<file path="src/logic/afecs_pkg.sv">
/*
 * afecs_pkg: shared constants and types of the analog-front-end control and
 * sleep register group.
 * Assumes a 10 MHz management-side clock; register port is a plain
 * synchronous read/write strobe port behind the management serial decoder.
 */
package afecs_pkg;

	// ---------------------------------------------------------------
	// register map
	// ---------------------------------------------------------------
	localparam logic [4:0]  ADDR_AFE_CONTROL_ZERO  = 5'h11;
	localparam logic [4:0]  ADDR_AFE_CONTROL_ONE   = 5'h12;
	localparam logic [4:0]  ADDR_AFE_CONTROL_TWO   = 5'h13;
	localparam logic [4:0]  ADDR_AFE_CONTROL_THREE = 5'h14;
	localparam int          NUM_REGS               = 4;
	localparam logic [15:0] REG_RESET              = 16'h0000;

	// ---------------------------------------------------------------
	// field positions
	// ---------------------------------------------------------------
	localparam int BIT_SLOW_OSC_PD      = 6;
	localparam int BIT_TRIM_LSB         = 12;
	localparam int BIT_HIGH_THRESH      = 15;
	localparam int BIT_SLOW_OSC_SLEEP   = 0;
	localparam int BIT_SLEEP_METHOD_CPU = 6;
	localparam int BIT_MANUAL_SLEEP     = 5;
	localparam int BIT_SLEEP_ENABLE     = 3;
	localparam int BIT_LONG_DELAY       = 1;
	localparam logic [3:0] TRIM_LARGEST = 4'h8;

	// ---------------------------------------------------------------
	// timing
	// ---------------------------------------------------------------
	localparam int CLOCK_PERIOD_NS = 100;
	localparam int SHORT_DELAY_NS  = 1000;
	localparam int LONG_DELAY_NS   = 100000;
	localparam logic [15:0] SHORT_DELAY_CYC =
		16'((SHORT_DELAY_NS + CLOCK_PERIOD_NS - 1) / CLOCK_PERIOD_NS);
	localparam logic [15:0] LONG_DELAY_CYC =
		16'((LONG_DELAY_NS + CLOCK_PERIOD_NS - 1) / CLOCK_PERIOD_NS);

	// ---------------------------------------------------------------
	// types
	// ---------------------------------------------------------------
	typedef struct packed {
		logic        wr;
		logic        rd;
		logic [4:0]  addr;
		logic [15:0] wdata;
	} afecs_req_t;

	typedef enum logic [2:0] {
		ST_AWAKE      = 3'h0,
		ST_LOSS_COUNT = 3'h1,
		ST_LOST       = 3'h5,
		ST_SLEEP_AUTO = 3'h3,
		ST_SLEEP_MAN  = 3'h4
	} afecs_state_t;

	typedef struct packed {
		afecs_state_t fsm;
		logic [15:0]  cnt;
		logic         sig_det;
		logic [15:0]  rdata;
		logic         rvalid;
	} afecs_core_t;

	typedef struct packed {
		logic [15:0] q;
	} afecs_cell_t;

endpackage : afecs_pkg

</file>
<file path="src/logic/afecs_reg_cell.sv">
/*
 * afecs_reg_cell: one 16-bit read-write control register.
 * Assumes write strobe and data are synchronous to i_clock.
 */
`timescale 1ns/10ps
module afecs_reg_cell (
	// clock and reset
	input  wire logic        i_clock,
	input  wire logic        i_reset,
	input  wire logic        i_clock_en,
	// write side
	input  wire logic        i_wr,
	input  wire logic [15:0] i_wdata,
	// stored value
	output logic      [15:0] o_q
);

	afecs_pkg::afecs_cell_t state_ff;
	afecs_pkg::afecs_cell_t nxt_state;

	always_comb begin
		nxt_state = state_ff;
		if (i_wr) begin
			nxt_state.q = i_wdata;
		end
	end

	always_ff @(posedge i_clock or posedge i_reset) begin
		if (i_reset) begin
			state_ff.q <= afecs_pkg::REG_RESET;
		end else if (i_clock_en) begin
			state_ff <= nxt_state;
		end
	end

	assign o_q = state_ff.q;

endmodule : afecs_reg_cell

</file>
<file path="src/logic/afecs_top.sv">
/*
 * afecs_top: analog-front-end control register group with slow-oscillator
 * substitution, transmit level trim, diagnostic threshold and ultra-deep
 * sleep control.
 * Assumes the management frame decoder presents one-cycle read and write
 * strobes synchronous to i_clock; cable energy and power-down are
 * synchronous levels.
 */
`timescale 1ns/10ps
module afecs_top (
	// clock and reset
	input  wire logic                  i_clock,
	input  wire logic                  i_reset,
	input  wire logic                  i_clock_en,
	// register port
	input  wire afecs_pkg::afecs_req_t i_reg_req,
	output logic                [15:0] o_reg_rdata,
	output logic                       o_reg_rvalid,
	// line status
	input  wire logic                  i_cable_energy,
	input  wire logic                  i_power_down,
	// analog controls
	output logic                       o_slow_clk_sel,
	output logic                 [3:0] o_fast_tx_level_trim,
	output logic                 [3:0] o_fast_tx_level_rank,
	output logic                       o_high_thresh_en,
	// sleep status
	output logic                       o_cable_energy_indicator,
	output logic                       o_ultra_deep_sleep
);

	// ---------------------------------------------------------------
	// register cells
	// ---------------------------------------------------------------
	localparam logic [4:0] REG_ADDR [afecs_pkg::NUM_REGS] = '{
		afecs_pkg::ADDR_AFE_CONTROL_ZERO,
		afecs_pkg::ADDR_AFE_CONTROL_ONE,
		afecs_pkg::ADDR_AFE_CONTROL_TWO,
		afecs_pkg::ADDR_AFE_CONTROL_THREE
	};

	logic [15:0]                    reg_q [afecs_pkg::NUM_REGS];
	logic [afecs_pkg::NUM_REGS-1:0] wr_sel;

	// one write strobe per register; unmapped addresses select none
	always_comb begin
		for (int i = 0; i < afecs_pkg::NUM_REGS; i++) begin
			wr_sel[i] = i_reg_req.wr && (i_reg_req.addr == REG_ADDR[i]);
		end
	end

	genvar g;
	generate
		for (g = 0; g < afecs_pkg::NUM_REGS; g++) begin : g_regs
			afecs_reg_cell u_cell (
				.i_clock    (i_clock),
				.i_reset    (i_reset),
				.i_clock_en (i_clock_en),
				.i_wr       (wr_sel[g]),
				.i_wdata    (i_reg_req.wdata),
				.o_q        (reg_q[g])
			);
		end
	endgenerate

	// ---------------------------------------------------------------
	// field decode
	// ---------------------------------------------------------------
	logic        slow_osc_pd;
	logic        slow_osc_sleep;
	logic        method_cpu;
	logic        manual_sleep;
	logic        sleep_en;
	logic        long_delay;
	logic [15:0] delay_lim;

	assign slow_osc_pd    = reg_q[0][afecs_pkg::BIT_SLOW_OSC_PD];
	assign slow_osc_sleep = reg_q[2][afecs_pkg::BIT_SLOW_OSC_SLEEP];
	assign method_cpu     = reg_q[3][afecs_pkg::BIT_SLEEP_METHOD_CPU];
	assign manual_sleep   = reg_q[3][afecs_pkg::BIT_MANUAL_SLEEP];
	assign sleep_en       = reg_q[3][afecs_pkg::BIT_SLEEP_ENABLE];
	assign long_delay     = reg_q[3][afecs_pkg::BIT_LONG_DELAY];
	assign delay_lim      = long_delay ? afecs_pkg::LONG_DELAY_CYC
	                                   : afecs_pkg::SHORT_DELAY_CYC;

	// ---------------------------------------------------------------
	// core state
	// ---------------------------------------------------------------
	afecs_pkg::afecs_core_t state_ff;
	afecs_pkg::afecs_core_t nxt_state;
	logic                   manual_go;

	assign manual_go = sleep_en && method_cpu && manual_sleep;

	always_comb begin
		nxt_state        = state_ff;
		nxt_state.rvalid = 1'b0;
		case (state_ff.fsm)
			afecs_pkg::ST_AWAKE: begin
				nxt_state.cnt = 16'h0000;
				if (manual_go) begin
					nxt_state.fsm = afecs_pkg::ST_SLEEP_MAN;
				end else if (sleep_en && !i_cable_energy) begin
					nxt_state.fsm = afecs_pkg::ST_LOSS_COUNT;
				end
			end
			afecs_pkg::ST_LOSS_COUNT: begin
				// counts cycles of continuous cable silence
				nxt_state.cnt = state_ff.cnt + 16'h0001;
				if (manual_go) begin
					nxt_state.fsm = afecs_pkg::ST_SLEEP_MAN;
				end else if (!sleep_en || i_cable_energy) begin
					nxt_state.fsm = afecs_pkg::ST_AWAKE;
				end else if (state_ff.cnt + 16'h0001 >= delay_lim) begin
					nxt_state.fsm = method_cpu ? afecs_pkg::ST_LOST
					                           : afecs_pkg::ST_SLEEP_AUTO;
				end
			end
			afecs_pkg::ST_LOST: begin
				// cpu method: energy gone, waits for manual bit
				if (manual_go) begin
					nxt_state.fsm = afecs_pkg::ST_SLEEP_MAN;
				end else if (!sleep_en || i_cable_energy) begin
					nxt_state.fsm = afecs_pkg::ST_AWAKE;
				end else if (!method_cpu) begin
					nxt_state.fsm = afecs_pkg::ST_SLEEP_AUTO;
				end
			end
			afecs_pkg::ST_SLEEP_AUTO: begin
				if (manual_go) begin
					nxt_state.fsm = afecs_pkg::ST_SLEEP_MAN;
				end else if (!sleep_en || i_cable_energy || method_cpu) begin
					nxt_state.fsm = afecs_pkg::ST_AWAKE;
				end
			end
			afecs_pkg::ST_SLEEP_MAN: begin
				// only the asynchronous reset leaves
				nxt_state.fsm = afecs_pkg::ST_SLEEP_MAN;
			end
			default: begin
				nxt_state.fsm = afecs_pkg::ST_AWAKE;
			end
		endcase

		// indicator follows the next state; forced true while disabled
		case (nxt_state.fsm)
			afecs_pkg::ST_AWAKE,
			afecs_pkg::ST_LOSS_COUNT: begin
				nxt_state.sig_det = 1'b1;
			end
			default: begin
				nxt_state.sig_det = !sleep_en;
			end
		endcase

		// read and write together: read returns the old value
		if (i_reg_req.rd) begin
			nxt_state.rvalid = 1'b1;
			case (i_reg_req.addr)
				afecs_pkg::ADDR_AFE_CONTROL_ZERO:  nxt_state.rdata = reg_q[0];
				afecs_pkg::ADDR_AFE_CONTROL_ONE:   nxt_state.rdata = reg_q[1];
				afecs_pkg::ADDR_AFE_CONTROL_TWO:   nxt_state.rdata = reg_q[2];
				afecs_pkg::ADDR_AFE_CONTROL_THREE: nxt_state.rdata = reg_q[3];
				default:                           nxt_state.rdata = 16'h0000;
			endcase
		end
	end

	always_ff @(posedge i_clock or posedge i_reset) begin
		if (i_reset) begin
			state_ff.fsm     <= afecs_pkg::ST_AWAKE;
			state_ff.cnt     <= 16'h0000;
			state_ff.sig_det <= 1'b1;
			state_ff.rdata   <= 16'h0000;
			state_ff.rvalid  <= 1'b0;
		end else if (i_clock_en) begin
			state_ff <= nxt_state;
		end
	end

	// ---------------------------------------------------------------
	// outputs
	// ---------------------------------------------------------------
	logic asleep;

	always_comb begin
		case (state_ff.fsm)
			afecs_pkg::ST_SLEEP_AUTO,
			afecs_pkg::ST_SLEEP_MAN: begin
				asleep = 1'b1;
			end
			default: begin
				asleep = 1'b0;
			end
		endcase
	end

	assign o_ultra_deep_sleep = asleep;
	// select only; the clock mux sits outside
	assign o_slow_clk_sel = (slow_osc_pd && i_power_down) ||
	                        (slow_osc_sleep && asleep);
	assign o_fast_tx_level_trim = reg_q[1][afecs_pkg::BIT_TRIM_LSB +: 4];
	// rank 0 is the largest level, 15 the smallest
	assign o_fast_tx_level_rank = o_fast_tx_level_trim ^ afecs_pkg::TRIM_LARGEST;
	assign o_high_thresh_en = reg_q[2][afecs_pkg::BIT_HIGH_THRESH];
	assign o_cable_energy_indicator = state_ff.sig_det;
	assign o_reg_rdata  = state_ff.rdata;
	assign o_reg_rvalid = state_ff.rvalid;

endmodule : afecs_top

</file>
<file path="config.mk">
export PLATFORM = sky130hd
export DESIGN_NAME = afecs_top
export DESIGN_NICKNAME = d
export VERILOG_FILES = /design/src/logic/afecs_pkg.sv /design/src/logic/afecs_reg_cell.sv /design/src/logic/afecs_top.sv
export SDC_FILE = /design/constraint.sdc
export NUM_CORES = 1
export LEC_CHECK = 0
export BUFFER_PORTS_ARGS = -buffer_cell sky130_fd_sc_hd__buf_4
export CORE_ASPECT_RATIO = 0.9
export CORE_MARGIN = 2
export CORE_UTILIZATION = 40
export DETAILED_ROUTE_END_ITERATION = 7
export MAX_ROUTING_LAYER = met4
export PLACE_DENSITY = 0.68
export SLEW_MARGIN = 0
export SYNTH_ARGS = -nofsm -noshare
export SYNTH_HDL_FRONTEND = slang
export SYNTH_SLANG_ARGS = --single-unit
</file>
<file path="constraint.sdc">
create_clock -name i_clock -period 4.2 [get_ports i_clock]
set_input_delay 0.63 -clock i_clock [delete_from_list [all_inputs] [get_ports i_clock]]
set_output_delay 0.63 -clock i_clock [all_outputs]
set_load 0.01 [all_outputs]
</file>
# After elaboration in Yosys (flattened, before gate mapping)
# Cells that the tools add are included.
# W data, S select, Z words.
# word_totals
wordCells	64
register_bits	101
output_inout_bits	29
in_bits	28
# op_classes
n_eq_ne	9
bitwise_logic	1
magnitude_cmp	1
muxes	18
n_addsub	1
reduce_logical	25
# ops
cell	count
$pmux W16 S4	1
$mux W3	11
$pmux W16 S2	1
$eq A5 B5 Y1 const B	4
$add A16 B1 Y16 const B	1
$ge A16 B10 Y1	1
$pmux W3 S5	1
$reduce_and A2 Y1	6
$mux W10	1
$logic_and A1 B1 Y1	9
$eq A3 B1 Y1 const B	2
$eq A3 B3 Y1 const B	2
$logic_not A3 Y1	2
$reduce_or A2 Y1	2
$eq A3 B2 Y1 const B	1
$logic_or A1 B1 Y1	3
$mux W1	3
$logic_not A1 Y1	2
$reduce_bool A2 Y1	1
$not A1 Y1	1

# Depth between registers and ports, before layout
# Gate-level depths: netlist of the first run.
# logic_depth
depth_word	9
depth_mapped	12
ltp_nobuf	12

# Modules after synthesis
# A second synthesis of the first run with hierarchy kept.
# hier_totals
cells_unflattened	459
area_unflattened_um2	5262.5
# by_module_without_submodules
mod	cells_per_inst	n_inst	area_each_um2	seq_area_each_um2
afecs_top	319	1	2705.1	927.1
afecs_reg_cell	35	4	639.4	400.4

# Least setup slack after synthesis of the first run
# Ideal clock, no wire load.
# synth_path
path_type	register to register
start	register state_ff[18] in the netlist's numbering
end	register state_ff[35] in the netlist's numbering
setup_slack_ns	1.207
synth_period_minus_slack_ns	2.993
arrival_time_ns	2.869
path_stages_with_launch	12
required_ns	4.076
setup_ns	0.124
path_cell_list	dfrtp_1 -> ha_1 -> and3_2 -> and2_1 -> nand2_1 -> xnor2_1 -> ha_1 -> a21oi_1 -> o22ai_1 -> or3_1 -> or4_4 -> o31a_1
# synth_via
elab_chain_len	6
# synth_lines
item	line	text
start: declaration	afecs_top.sv:89	afecs_pkg::afecs_core_t state_ff;
start signal: assignment	afecs_top.sv:177	state_ff <= nxt_state;
$add A16 B1 Y16	afecs_top.sv:114	end else if (state_ff.cnt + 16'h0001 >= delay_lim) begin
$ge A16 B10 Y1	afecs_top.sv:114	
$mux W3	afecs_top.sv:114	
$mux W3	afecs_top.sv:112	end else if (!sleep_en || i_cable_energy) begin
$mux W3	afecs_top.sv:110	if (manual_go) begin
$pmux W3 S5	afecs_top.sv:98	case (state_ff.fsm)
# Every way passes these cells.
# A chain may end at the register's enable or synchronous reset.

# Worst setup path after layout of the first run
# Same ends and word-level chain as after synthesis.

==> summary.md, run 1 <==
| Metric | Value |
|---|---|
| Status | complete, no violations |
| Most frequent cells in the layout | 100 x dfrtp_1, 62 x mux2_2, 62 x buf_4 |
| Worst setup SP type | flop |
| Avg WL per Cell | around 17 um |
| Sw frac | approximately a quarter |
| Part of the power in combinational logic | between 10% and 20% |
| Root buffer cell | clkbuf_16 |
| Netlist cell types | 51 |
| Worst path required time | between 4 and 5 ns |
| Placed cell area | between 0.005 and 0.006 mm^2 |
| Worst-path maximum fanout | 7 |
| Final Setup Violations | 0 |
| Reg power frac | 50.6% |
| Initial Utilization | about two fifths |
| Minimum clock period after layout | around 3.2 ns |
| Total gr overflow | 0 |
| Core Area | between 0.01 and 0.015 mm^2 |
| H-tree depth | 3 |
| Clock share of power | between 30 and 40% |
| Kind of critical path | reg -> reg |
| Initial antenna violation count | 0 |
| Reg2Reg Setup Slack | about 0.96 ns |
| Worst R2R End | state_ff[35]$_DFFE_PP0P_ |
| Synth Instances | 462 |
| GPL Wtd Cong | about 0.85 |
| P per Cell Area | approximately 390 mW/mm^2 |
| Fin crit share | slightly below 80% |
| Chip Width | roughly 120 um |
| Final hold viol count | 0 |
| Area grow syn2layout | 13.8% |
| Clock skew | ~0.007 ns |
| Sink Count | 101 |
| Relative slew margins | a little under 40% |
| Core Rows | 39 |
| P_sw | 590 uW |
| Die height | approximately 110 um |
| Pint | 1.64 mW |
| Util after Layout | a little under half |
| Leak pwr | about 2.7 nW |
| Total Nets Final | 528 |
| DRT antenna net count | 0 |
| Worst Setup End Kind | flop |
| HP Class | in -> async |
| Antenna fix cells | 0 |
| Synth Net Count | a little under 500 |
| DRT Wirelength | roughly 11 mm |
| Reg2Reg Launch Point | state_ff[18]$_DFFE_PP0P_ |
| Reg clk slew, reported paths | around 0.07 ns |
| Number of port buffers | 56 |
| Number of enable flip-flop cells after synthesis | 0 |
| Fin area | 0.00579 mm^2 |
| R2r worst-path depth | 11 |
| Post-CTS Resized | 0 |
| FILL cells | around 1200 |
| Synthesized flop and latch total | 101 |
| Die area | about 0.014 mm^2 |
| Largest net degree at the start of global routing | 72 |
| Sum of negative setup slack | 0 ns |
| Vias per inst | 5.44 |
| Post-synth top flop | dfrtp_1 |
| Vias in the first global route | about 3800 |
| Mapped Area | between 0.005 and 0.006 mm^2 |
| Hpwl dp | between 7 and 8 mm |
| Syn Area/Cell | between 10 and 15 um^2 |
| Commonest non-fill, non-tap cell in the layout | dfrtp_1 |
| Clock Path Buffers | 2 |
| TritonCTS clock tree | done |
| Residual DRC count | 0 |
| TritonRoute pass-1 iters | 4 |
| Global-route wire length before repair | around 19 mm |
| Num CTS Buffers | 9 |
| Final total power | 2.23 mW |
| Seq/Total Area, Yosys | 49.7% |
| Max-cap violations | 0 |
| DRT iter0 DRCs | about 220 |
| Share of cells above drive strength 1 | between 30 and 40% |
| Worst VDD drop | between 0.00015 and 0.0002 V |
| Total track usage | 17.9% |
| Max Clk Rate | ~0.3 GHz |
| Setup bufs post-CTS | 0 |
| RSZ-0062 raised after global routing | false |
| Final Max Slew Viols | 0 |
| Vias | between 3000 and 4000 |
| Post-synth ARST share | between 90% and 100% |
| Worst slew pin tran | ~0.9 ns |
| Yosys warns | 0 |
| Crit path arrival time | 3.47 ns |
| Worst hold slack | about 0.46 ns |
| # IOs | 57 |
| Clk Latency, worst-skew pair | between 0.3 and 0.4 ns |
| # hold bufs at CTS | 0 |
-- layer usage --
layer,GRT usage (%),wire (um),vias up
met4,4.44,123,0
met2,28.6,5520,67
met1,22.4,5040,1816
met3,5.20,470,13
met5,-,0,-
li1,-,-,1702
-- sequential cells by signal, summed over array words and instances, names as in the netlist --
register,flops
o_reg_rvalid,1
state_ff,19
g_regs.u_cell.o_q,64
o_cable_energy_indicator,1
o_reg_rdata,16
-- worst max-delay path, cell delays in order (launching register included) --
cell,delay (ns)
dfrtp_1,0.44
ha_1,0.29
and3_2,0.28
and2_1,0.18
nand2_1,0.07
xnor2_1,0.20
ha_1,0.27
a21oi_1,0.13
o22ai_1,0.09
or3_1,0.35
or4_4,0.56
o31a_1,0.25
-- power by group through the flow --
stage	logic (mW)	registers (mW)	clock network [mW]
after floorplan	0.208	1.13	0
after global placement	0.281	1.14	0
after detailed placement	0.291	1.15	0
after CTS	0.292	1.13	0.833
after global routing	0.323	1.14	0.872
final	0.287	1.13	0.817
-- synthesized netlist by cell type (7+ instances only) --
| cell | count | area (um^2) |
|---|---|---|
| a21o_1 | 7 | 52.6 |
| a21oi_1 | 9 | 45.0 |
| a221oi_1 | 16 | 140 |
| and3_1 | 7 | 43.8 |
| buf_4 | 25 | 188 |
| clkbuf_1 | 10 | 37.5 |
| dfrtp_1 | 100 | 2500 |
| ha_1 | 7 | 87.6 |
| inv_1 | 13 | 48.8 |
| mux2_2 | 62 | 698 |
| mux2i_1 | 20 | 200 |
| nand2_1 | 58 | 218 |
| nand3_1 | 7 | 35.0 |
| nor2_1 | 22 | 82.6 |
| o21ai_0 | 29 | 145 |
| o31ai_1 | 10 | 75.1 |
-- logic make-up after synthesis --
group | Yosys count | synth area share (%)
adders and majority gates | 7 | 1.72
and+or+nand+nor | 123 | 12.1
DFF | 101 | 49.7
buffers and inverters | 55 | 6.12
xor gates and xnor gates | 6 | 1.03
AOI/OAI and AO/OA | 88 | 11.7
muxes | 82 | 17.7
-- area by class of cell --
| type | count | area (um^2) | share of cell area [%] |
|---|---|---|---|
| Clock inverter | 6 | 53.8 | 0.929 |
| Inverter | 13 | 51.3 | 0.886 |
| Multi-Input combinational cell | 306 | 2250 | 38.8 |
| Timing Repair Buffer | 62 | 465 | 8.04 |
| Tap cell | 164 | 205 | 3.54 |
| Sequential cell | 101 | 2530 | 43.7 |
| Clock buffer | 10 | 239 | 4.13 |
-- per-stage QoR --
step | cells | setup WS [ns]
floorplan | 462 | 0.925
global placement | 646 | 1.09
detailed placement | 646 | 0.977
CTS | 662 | 0.957
global route | 662 | 0.749
finish | 662 | 0.959
-- worst max-delay path by stage --
stage                                   startpoint                                   to  slack (ns)  cells after the start
final                     state_ff[18]$_DFFE_PP0P_             state_ff[35]$_DFFE_PP0P_        0.96                     11
after global routing      state_ff[18]$_DFFE_PP0P_             state_ff[35]$_DFFE_PP0P_        0.75                     11
after CTS                 state_ff[18]$_DFFE_PP0P_             state_ff[35]$_DFFE_PP0P_        0.96                     11
after detailed placement  state_ff[18]$_DFFE_PP0P_             state_ff[35]$_DFFE_PP0P_        0.98                     11
after global placement    state_ff[18]$_DFFE_PP0P_             state_ff[35]$_DFFE_PP0P_        1.09                     11
after floorplan                            i_reset  g_regs[0].u_cell.o_q[0]$_DFFE_PP0P_        0.92                      1
(Power assumes the default switching activity.)
==> run 2, diff against run 1 <==
- clock period: 4.2 -> 3.2 ns (I/O delays scaled with it)
==> summary.md, run 2 (same netlist as run 1, synthesis figures left out) <==
| Metric | Value |
|---|---|
| Status | complete, no violations |
| TritonCTS clock tree | done |
| Relative slew margins | between 40 and 50% |
| DRT Wirelength | approximately 11 mm |
| Number of port buffers | 56 |
| TritonRoute pass-1 iters | 4 |
| HP Class | in -> async |
| Worst-path maximum fanout | 5 |
| Area grow syn2layout | 15.9% |
| # hold bufs at CTS | 0 |
| Non-filler cells, final | between 600 and 700 |
| Commonest non-fill, non-tap cell in the layout | dfrtp_1 |
| Worst path most repeated cell | ha_1 |
| Vias | roughly 3600 |
| Worst path required time | 3.43 ns |
| Final hold viol count | 0 |
| Die height | approximately 110 um |
| Num CTS Buffers | 9 |
| Avg WL per Cell | approximately 16 um |
| Met2 Wirelength | around 5.4 mm |
| Core Rows | 39 |
| Kind of critical path | reg -> reg |
| Leak pwr | between 2 and 3 nW |
| Total Nets Final | around 530 |
| Worst setup SP type | flop |
| DR WL met3 | approximately 640 um |
| Initial antenna violation count | 0 |
| Max reg flops | 64 |
| Most frequent cells in the layout | 99 x dfrtp_1, 67 x buf_4, 62 x mux2_2 |
| Final Max Slew Viols | 0 |
| CP bufs+invs | 0 |
| Worst Setup End Kind | flop |
| Hpwl dp | around 7.4 mm |
| H-tree depth | 3 |
| Slowest cell on crit path | or4_4 |
| Crit path max-delay family | simple AND/OR/NAND/NOR gates |
| Minimum clock period after layout | 3.06 ns |
| Cell count after placement | between 600 and 700 |
| GPL Wtd Cong | 0.889 |
| Clk Latency, worst-skew pair | between 0.3 and 0.4 ns |
| Share of cells above drive strength 1 | between 30% and 40% |
| Worst VDD drop | roughly 0.00028 V |
| Critical-path cell list | ha_1 -> and3_2 -> and2_1 -> nand2_1 -> xnor2_1 -> ha_1 -> a21oi_1 -> o22ai_1 -> or3_1 -> or4_4 -> o31a_1 |
| Vias in the first global route | 3696 |
| Crit path arrival time | between 3 and 4 ns |
| P per Cell Area | 521 mW/mm^2 |
| Delay of the slowest critical-path stage | 0.56 ns |
| Root buffer cell | clkbuf_16 |
| Global-route wire length before repair | around 18 mm |
| Vias per inst | between 5 and 6 |
| Total gr overflow | 0 |
| Largest net degree at the start of global routing | 54 |
| Die area | roughly 0.014 mm^2 |
| RSZ-0062 raised after global routing | false |
| DRT iter0 DRCs | 194 |
| M1 WL | approximately 4.9 mm |
| Reg clk slew, reported paths | ~0.070 ns |
| Sum of negative setup slack | 0 ns |
| # IOs | 57 |
| Max layer used | met4 |
| Total track usage | 17.6% |
| Chip Width | roughly 120 um |
| DRT antenna net count | 0 |
| Clock Path Buffers | 2 |
| Core Area | around 0.013 mm^2 |
| Fin crit share | between 90% and 100% |
| Worst slew pin tran | 0.860 ns |
| Initial Utilization | between 40% and 50% |
| Final Setup Violations | 0 |
| Max Clk Rate | 0.327 GHz |
| Sink Count | approximately 100 |
| Clock skew | 0.00723 ns |
| Antenna fix cells | 0 |
| Max-cap violations | 0 |
| Residual DRC count | 0 |
## run 2: timing repair
action,in CTS,in global routing
setup buffers,0,1
resized for setup,0,1
setup endpoints to repair,0,3
## run 2: final timing paths
path,from,endpoint,slack (ns),cells after the start
worst max-delay path,state_ff[18]$_DFFE_PP0P_,state_ff[35]$_DFFE_PP0P_,0.14,11
worst max register to register,state_ff[18]$_DFFE_PP0P_,state_ff[35]$_DFFE_PP0P_,0.14,11
worst min register to register,o_reg_rdata[8]$_DFFE_PP0P_,o_reg_rdata[8]$_DFFE_PP0P_,0.49,2
min in group i_clock,i_reg_req[15],g_regs[1].u_cell.o_q[15]$_DFFE_PP0P_,0.38,3
worst min-delay path,i_reset,g_regs[3].u_cell.o_q[1]$_DFFE_PP0P_,0.24,2
max in group asynchronous,i_reset,g_regs[1].u_cell.o_q[14]$_DFFE_PP0P_,2.27,3
## run 2: power by group
part	leakage [nW]	internal, mW	total [mW]	switching (mW)
Combinational	1.23	0.201	0.384	0.183
Sequential	1.35	1.40	1.48	0.0825
Clock	0.166	0.720	1.21	0.489
Total	2.75	2.32	3.07	0.754
## run 2: per-stage QoR
stage                     hold slack (ns)  setup slack [ns]  instance area (um^2)  total power [mW]  util (%)
after floorplan                     0.451            0.0745                  5090              1.76         -
after global placement              0.467             0.179                  5550              1.87      44.2
after detailed placement            0.474            0.0923                  5550              1.89      44.2
after CTS                           0.265            0.0809                  5890              3.11      47.0
after global routing                0.295           0.00232                  5900              3.23      47.0
final                               0.237             0.138                  5900              3.07      47.0
## run 2: layout make-up
type                            count  area [um^2]
Sequential cell                   101         2530
Clock inverter                      6          103
Fill cell                        1156         6640
Clock buffer                       10          239
Inverter                           13         51.3
Multi-Input combinational cell    306         2250
Timing Repair Buffer               68          523
Tap cell                          164          205
## run 2: routing by layer
metal | global-route usage, % | vias to the layer above
li1 | - | 1706
met1 | 21.5 | 1823
met2 | 28.9 | 88
met3 | 4.58 | 10
met4 | 4.44 | 0
met5 | - | -
==> run 3, diff against run 2 <==
- ABC_AREA: unset -> 0
- SLEW_MARGIN: 0 -> 20
- SYNTH_HIERARCHICAL: unset -> 1
==> summary.md, run 3 <==
| Metric | Value |
|---|---|
| Status | complete, no violations |
| Relative slew margins | around half |
| Syn Area/Cell | 11.5 um^2 |
| Seq/Total Area, Yosys | around half |
| Critical-path cell list | ha_1 -> nand3_2 -> nor2_1 -> xor2_1 -> ha_1 -> a21o_1 -> a21oi_1 -> o211ai_1 -> nand4_1 -> and4_4 -> o21ai_0 |
| Clock Path Buffers | 2 |
| Minimum clock period after layout | 2.59 ns |
| RSZ-0062 raised after global routing | false |
| Worst VDD drop | 0.000303 V |
| Total gr overflow | 0 |
| Sum of negative setup slack | 0 ns |
| Post-synth top flop | dfrtp_1 |
| Chip Width | roughly 120 um |
| Post-synth ARST share | 100% |
| Crit path arrival time | about 2.8 ns |
| Clk Latency, worst-skew pair | between 0.3 and 0.4 ns |
| Crit path max-delay family | simple AND/OR/NAND/NOR gates |
| Final Max Slew Viols | 0 |
| Antenna fix cells | 0 |
| Largest net degree at the start of global routing | 32 |
| Worst slew pin tran | roughly 0.73 ns |
| Slowest cell on crit path | dfrtp_1 |
| # IOs | 57 |
| Post-CTS Resized | 0 |
| Commonest non-fill, non-tap cell in the layout | dfrtp_1 |
| Cell taking the most area after synthesis | dfrtp_1 |
| Worst setup SP type | flop |
| Synth Net Count | 494 |
| Core Rows | 39 |
| Pre-CTS WS | between 0.6 and 0.7 ns |
| Mapped Area | approximately 0.0053 mm^2 |
| Fin crit share | about 80% |
| Netlist cell types | 47 |
| # hold bufs at CTS | 0 |
| Count leader, synth | dfrtp_1 |
| Worst path most repeated cell | ha_1 |
| Reg clk slew, reported paths | 0.07 ns |
| Area grow syn2layout | 13.4% |
| P per Cell Area | 486 mW/mm^2 |
| Leak pwr | about 2.9 nW |
| Share of cells above drive strength 1 | between 30% and 40% |
| Yosys warns | 6 |
| Final Setup Violations | 0 |
| Global-route wire length before repair | 19.5 mm |
| Hpwl dp | 7.84 mm |
| Die area | approximately 0.014 mm^2 |
| Synthesized flop and latch total | just over 100 |
| DRT Wirelength | about 11 mm |
| DRT iter0 DRCs | about 220 |
| Die height | around 110 um |
| TritonCTS clock tree | done |
| Met3 Resource Use GR | approximately 3.6% |
| Final hold viol count | 0 |
| Vias | around 3500 |
| Core Area | 0.0128 mm^2 |
| Number of enable flip-flop cells after synthesis | 0 |
| Most Crowded Layer GR | met2 |
| Vias in the first global route | ~3700 |
| Top-area cell type share of the netlist area | 47.6% |
| Vias per inst | between 5 and 6 |
| Avg WL per Cell | approximately 17 um |
| Clock skew | ~0.0052 ns |
| Max Clk Rate | about 0.39 GHz |
| Initial antenna violation count | 0 |
| DRT antenna net count | 0 |
| Num CTS Buffers | 9 |
| Total Nets Final | between 500 and 600 |
| Number of port buffers | 56 |
| Sink Count | 101 |
| Reg2Reg Setup Slack | 0.61 ns |
| Setup bufs post-CTS | 0 |
| TritonRoute pass-1 iters | 4 |
| H-tree depth | 3 |
| Initial Utilization | about two fifths |
| Worst Setup End Kind | flop |
| Max-cap violations | 0 |
| Residual DRC count | 0 |
| CP bufs+invs | 0 |
| Top post-synthesis cells by count | 100 x dfrtp_1, 46 x nand2_1, 41 x mux2_4 |
| Synth Instances | 459 |
| Kind of critical path | reg -> reg |
| M2 GR Usage | 27.5% |
| Delay of the slowest critical-path stage | 0.43 ns |
| M1 GR Usage | 24.7% |
| Leading cell types by total area after synthesis | dfrtp_1 48%, mux2_4 12%, mux2_2 5.1%, mux2i_1 4.9%, nand2_1 3.3% |
| HP Class | in -> async |
| Worst path required time | 3.43 ns |
| Total track usage | between 10% and 20% |
| Worst-path maximum fanout | 8 |
| Most frequent cells in the layout | 100 x dfrtp_1, 62 x buf_4, 46 x nand2_1 |
| Final setup margin | approximately 0.61 ns |
| Root buffer cell | clkbuf_16 |
| GPL Wtd Cong | slightly above 0.8 |
| Max reg flops | 64 |
-- run 3: cell types whose count changed after synthesis, sizes merged, moves of 6 or more --
cell	change
mux2i	+6
nand2	-8
o21ai	+6
nor2	+8
and3	-8
o31ai	-8
-- run 3: kinds of logic (layout without fill, tap and decap cells) --
logic type / count (synthesis) / count (layout) / synth area share [%]
xor+xnor: 9 / 9 / 1.50
fa+ha+maj: 7 / 7 / 1.66
compound gates: 76 / 76 / 9.46
mux: 91 / 91 / 21.8
buf+inv: 57 / 94 / 6.06
flops: 101 / 101 / 48.1
simple gates: 118 / 118 / 11.5
-- run 3: through the flow --
stage          instances  util, %  power [mW]  hold WS, ns  instance area [um^2]
2_1_floorplan        459        -        1.73        0.394                  5260
4_1_cts              660     46.7        2.93       0.0923                  5970
6_report             660     46.7        2.90        0.102                  5970
5_1_grt              660     46.7        3.05        0.110                  5970
3_3_place_gp         644     44.4        1.84        0.471                  5670
3_5_place_dp         644     44.4        1.86        0.472                  5670
-- run 3: metal layers --
| metal | share of wire (%) | up-vias | wire (um) |
|---|---|---|---|
| li1 | - | 1680 | - |
| met1 | 48 | 1782 | 5550 |
| met2 | 47 | 65 | 5420 |
| met3 | 3.5 | 14 | 401 |
| met4 | 0.95 | 0 | 109 |
| met5 | 0 | - | 0 |
-- run 3: path summary, 6_finish.rpt --
| path | depth (start not counted) | endpoint | from |
|---|---|---|---|
| worst min register to register | 2 | o_reg_rdata[11]$_DFFE_PP0P_ | o_reg_rdata[11]$_DFFE_PP0P_ |
| max in group asynchronous | 3 | o_cable_energy_indicator$_DFFE_PP1P_ | i_reset |
| min in group i_clock | 2 | g_regs[0].u_cell/o_q[15]$_DFFE_PP0P_ | i_reg_req[15] |
| worst max-delay path | 11 | state_ff[36]$_DFFE_PP0P_ | state_ff[18]$_DFFE_PP0P_ |
| worst max register to register | 11 | state_ff[36]$_DFFE_PP0P_ | state_ff[18]$_DFFE_PP0P_ |
| worst min-delay path | 2 | o_reg_rdata[12]$_DFFE_PP0P_ | i_reset |
-- run 3: layout make-up --
class | count | area (um^2)
multi-input combinational | 301 | 2410
tap | 164 | 205
inverter | 16 | 60.1
clock buffer | 10 | 239
clock inverter | 6 | 52.6
fill | 1188 | 6820
sequential | 101 | 2530
timing repair buffer | 62 | 465
-- run 3: power breakdown --
group	internal (mW)	switching (mW)
clock	0.563	0.504
combinational	0.206	0.160
sequential	1.39	0.0795
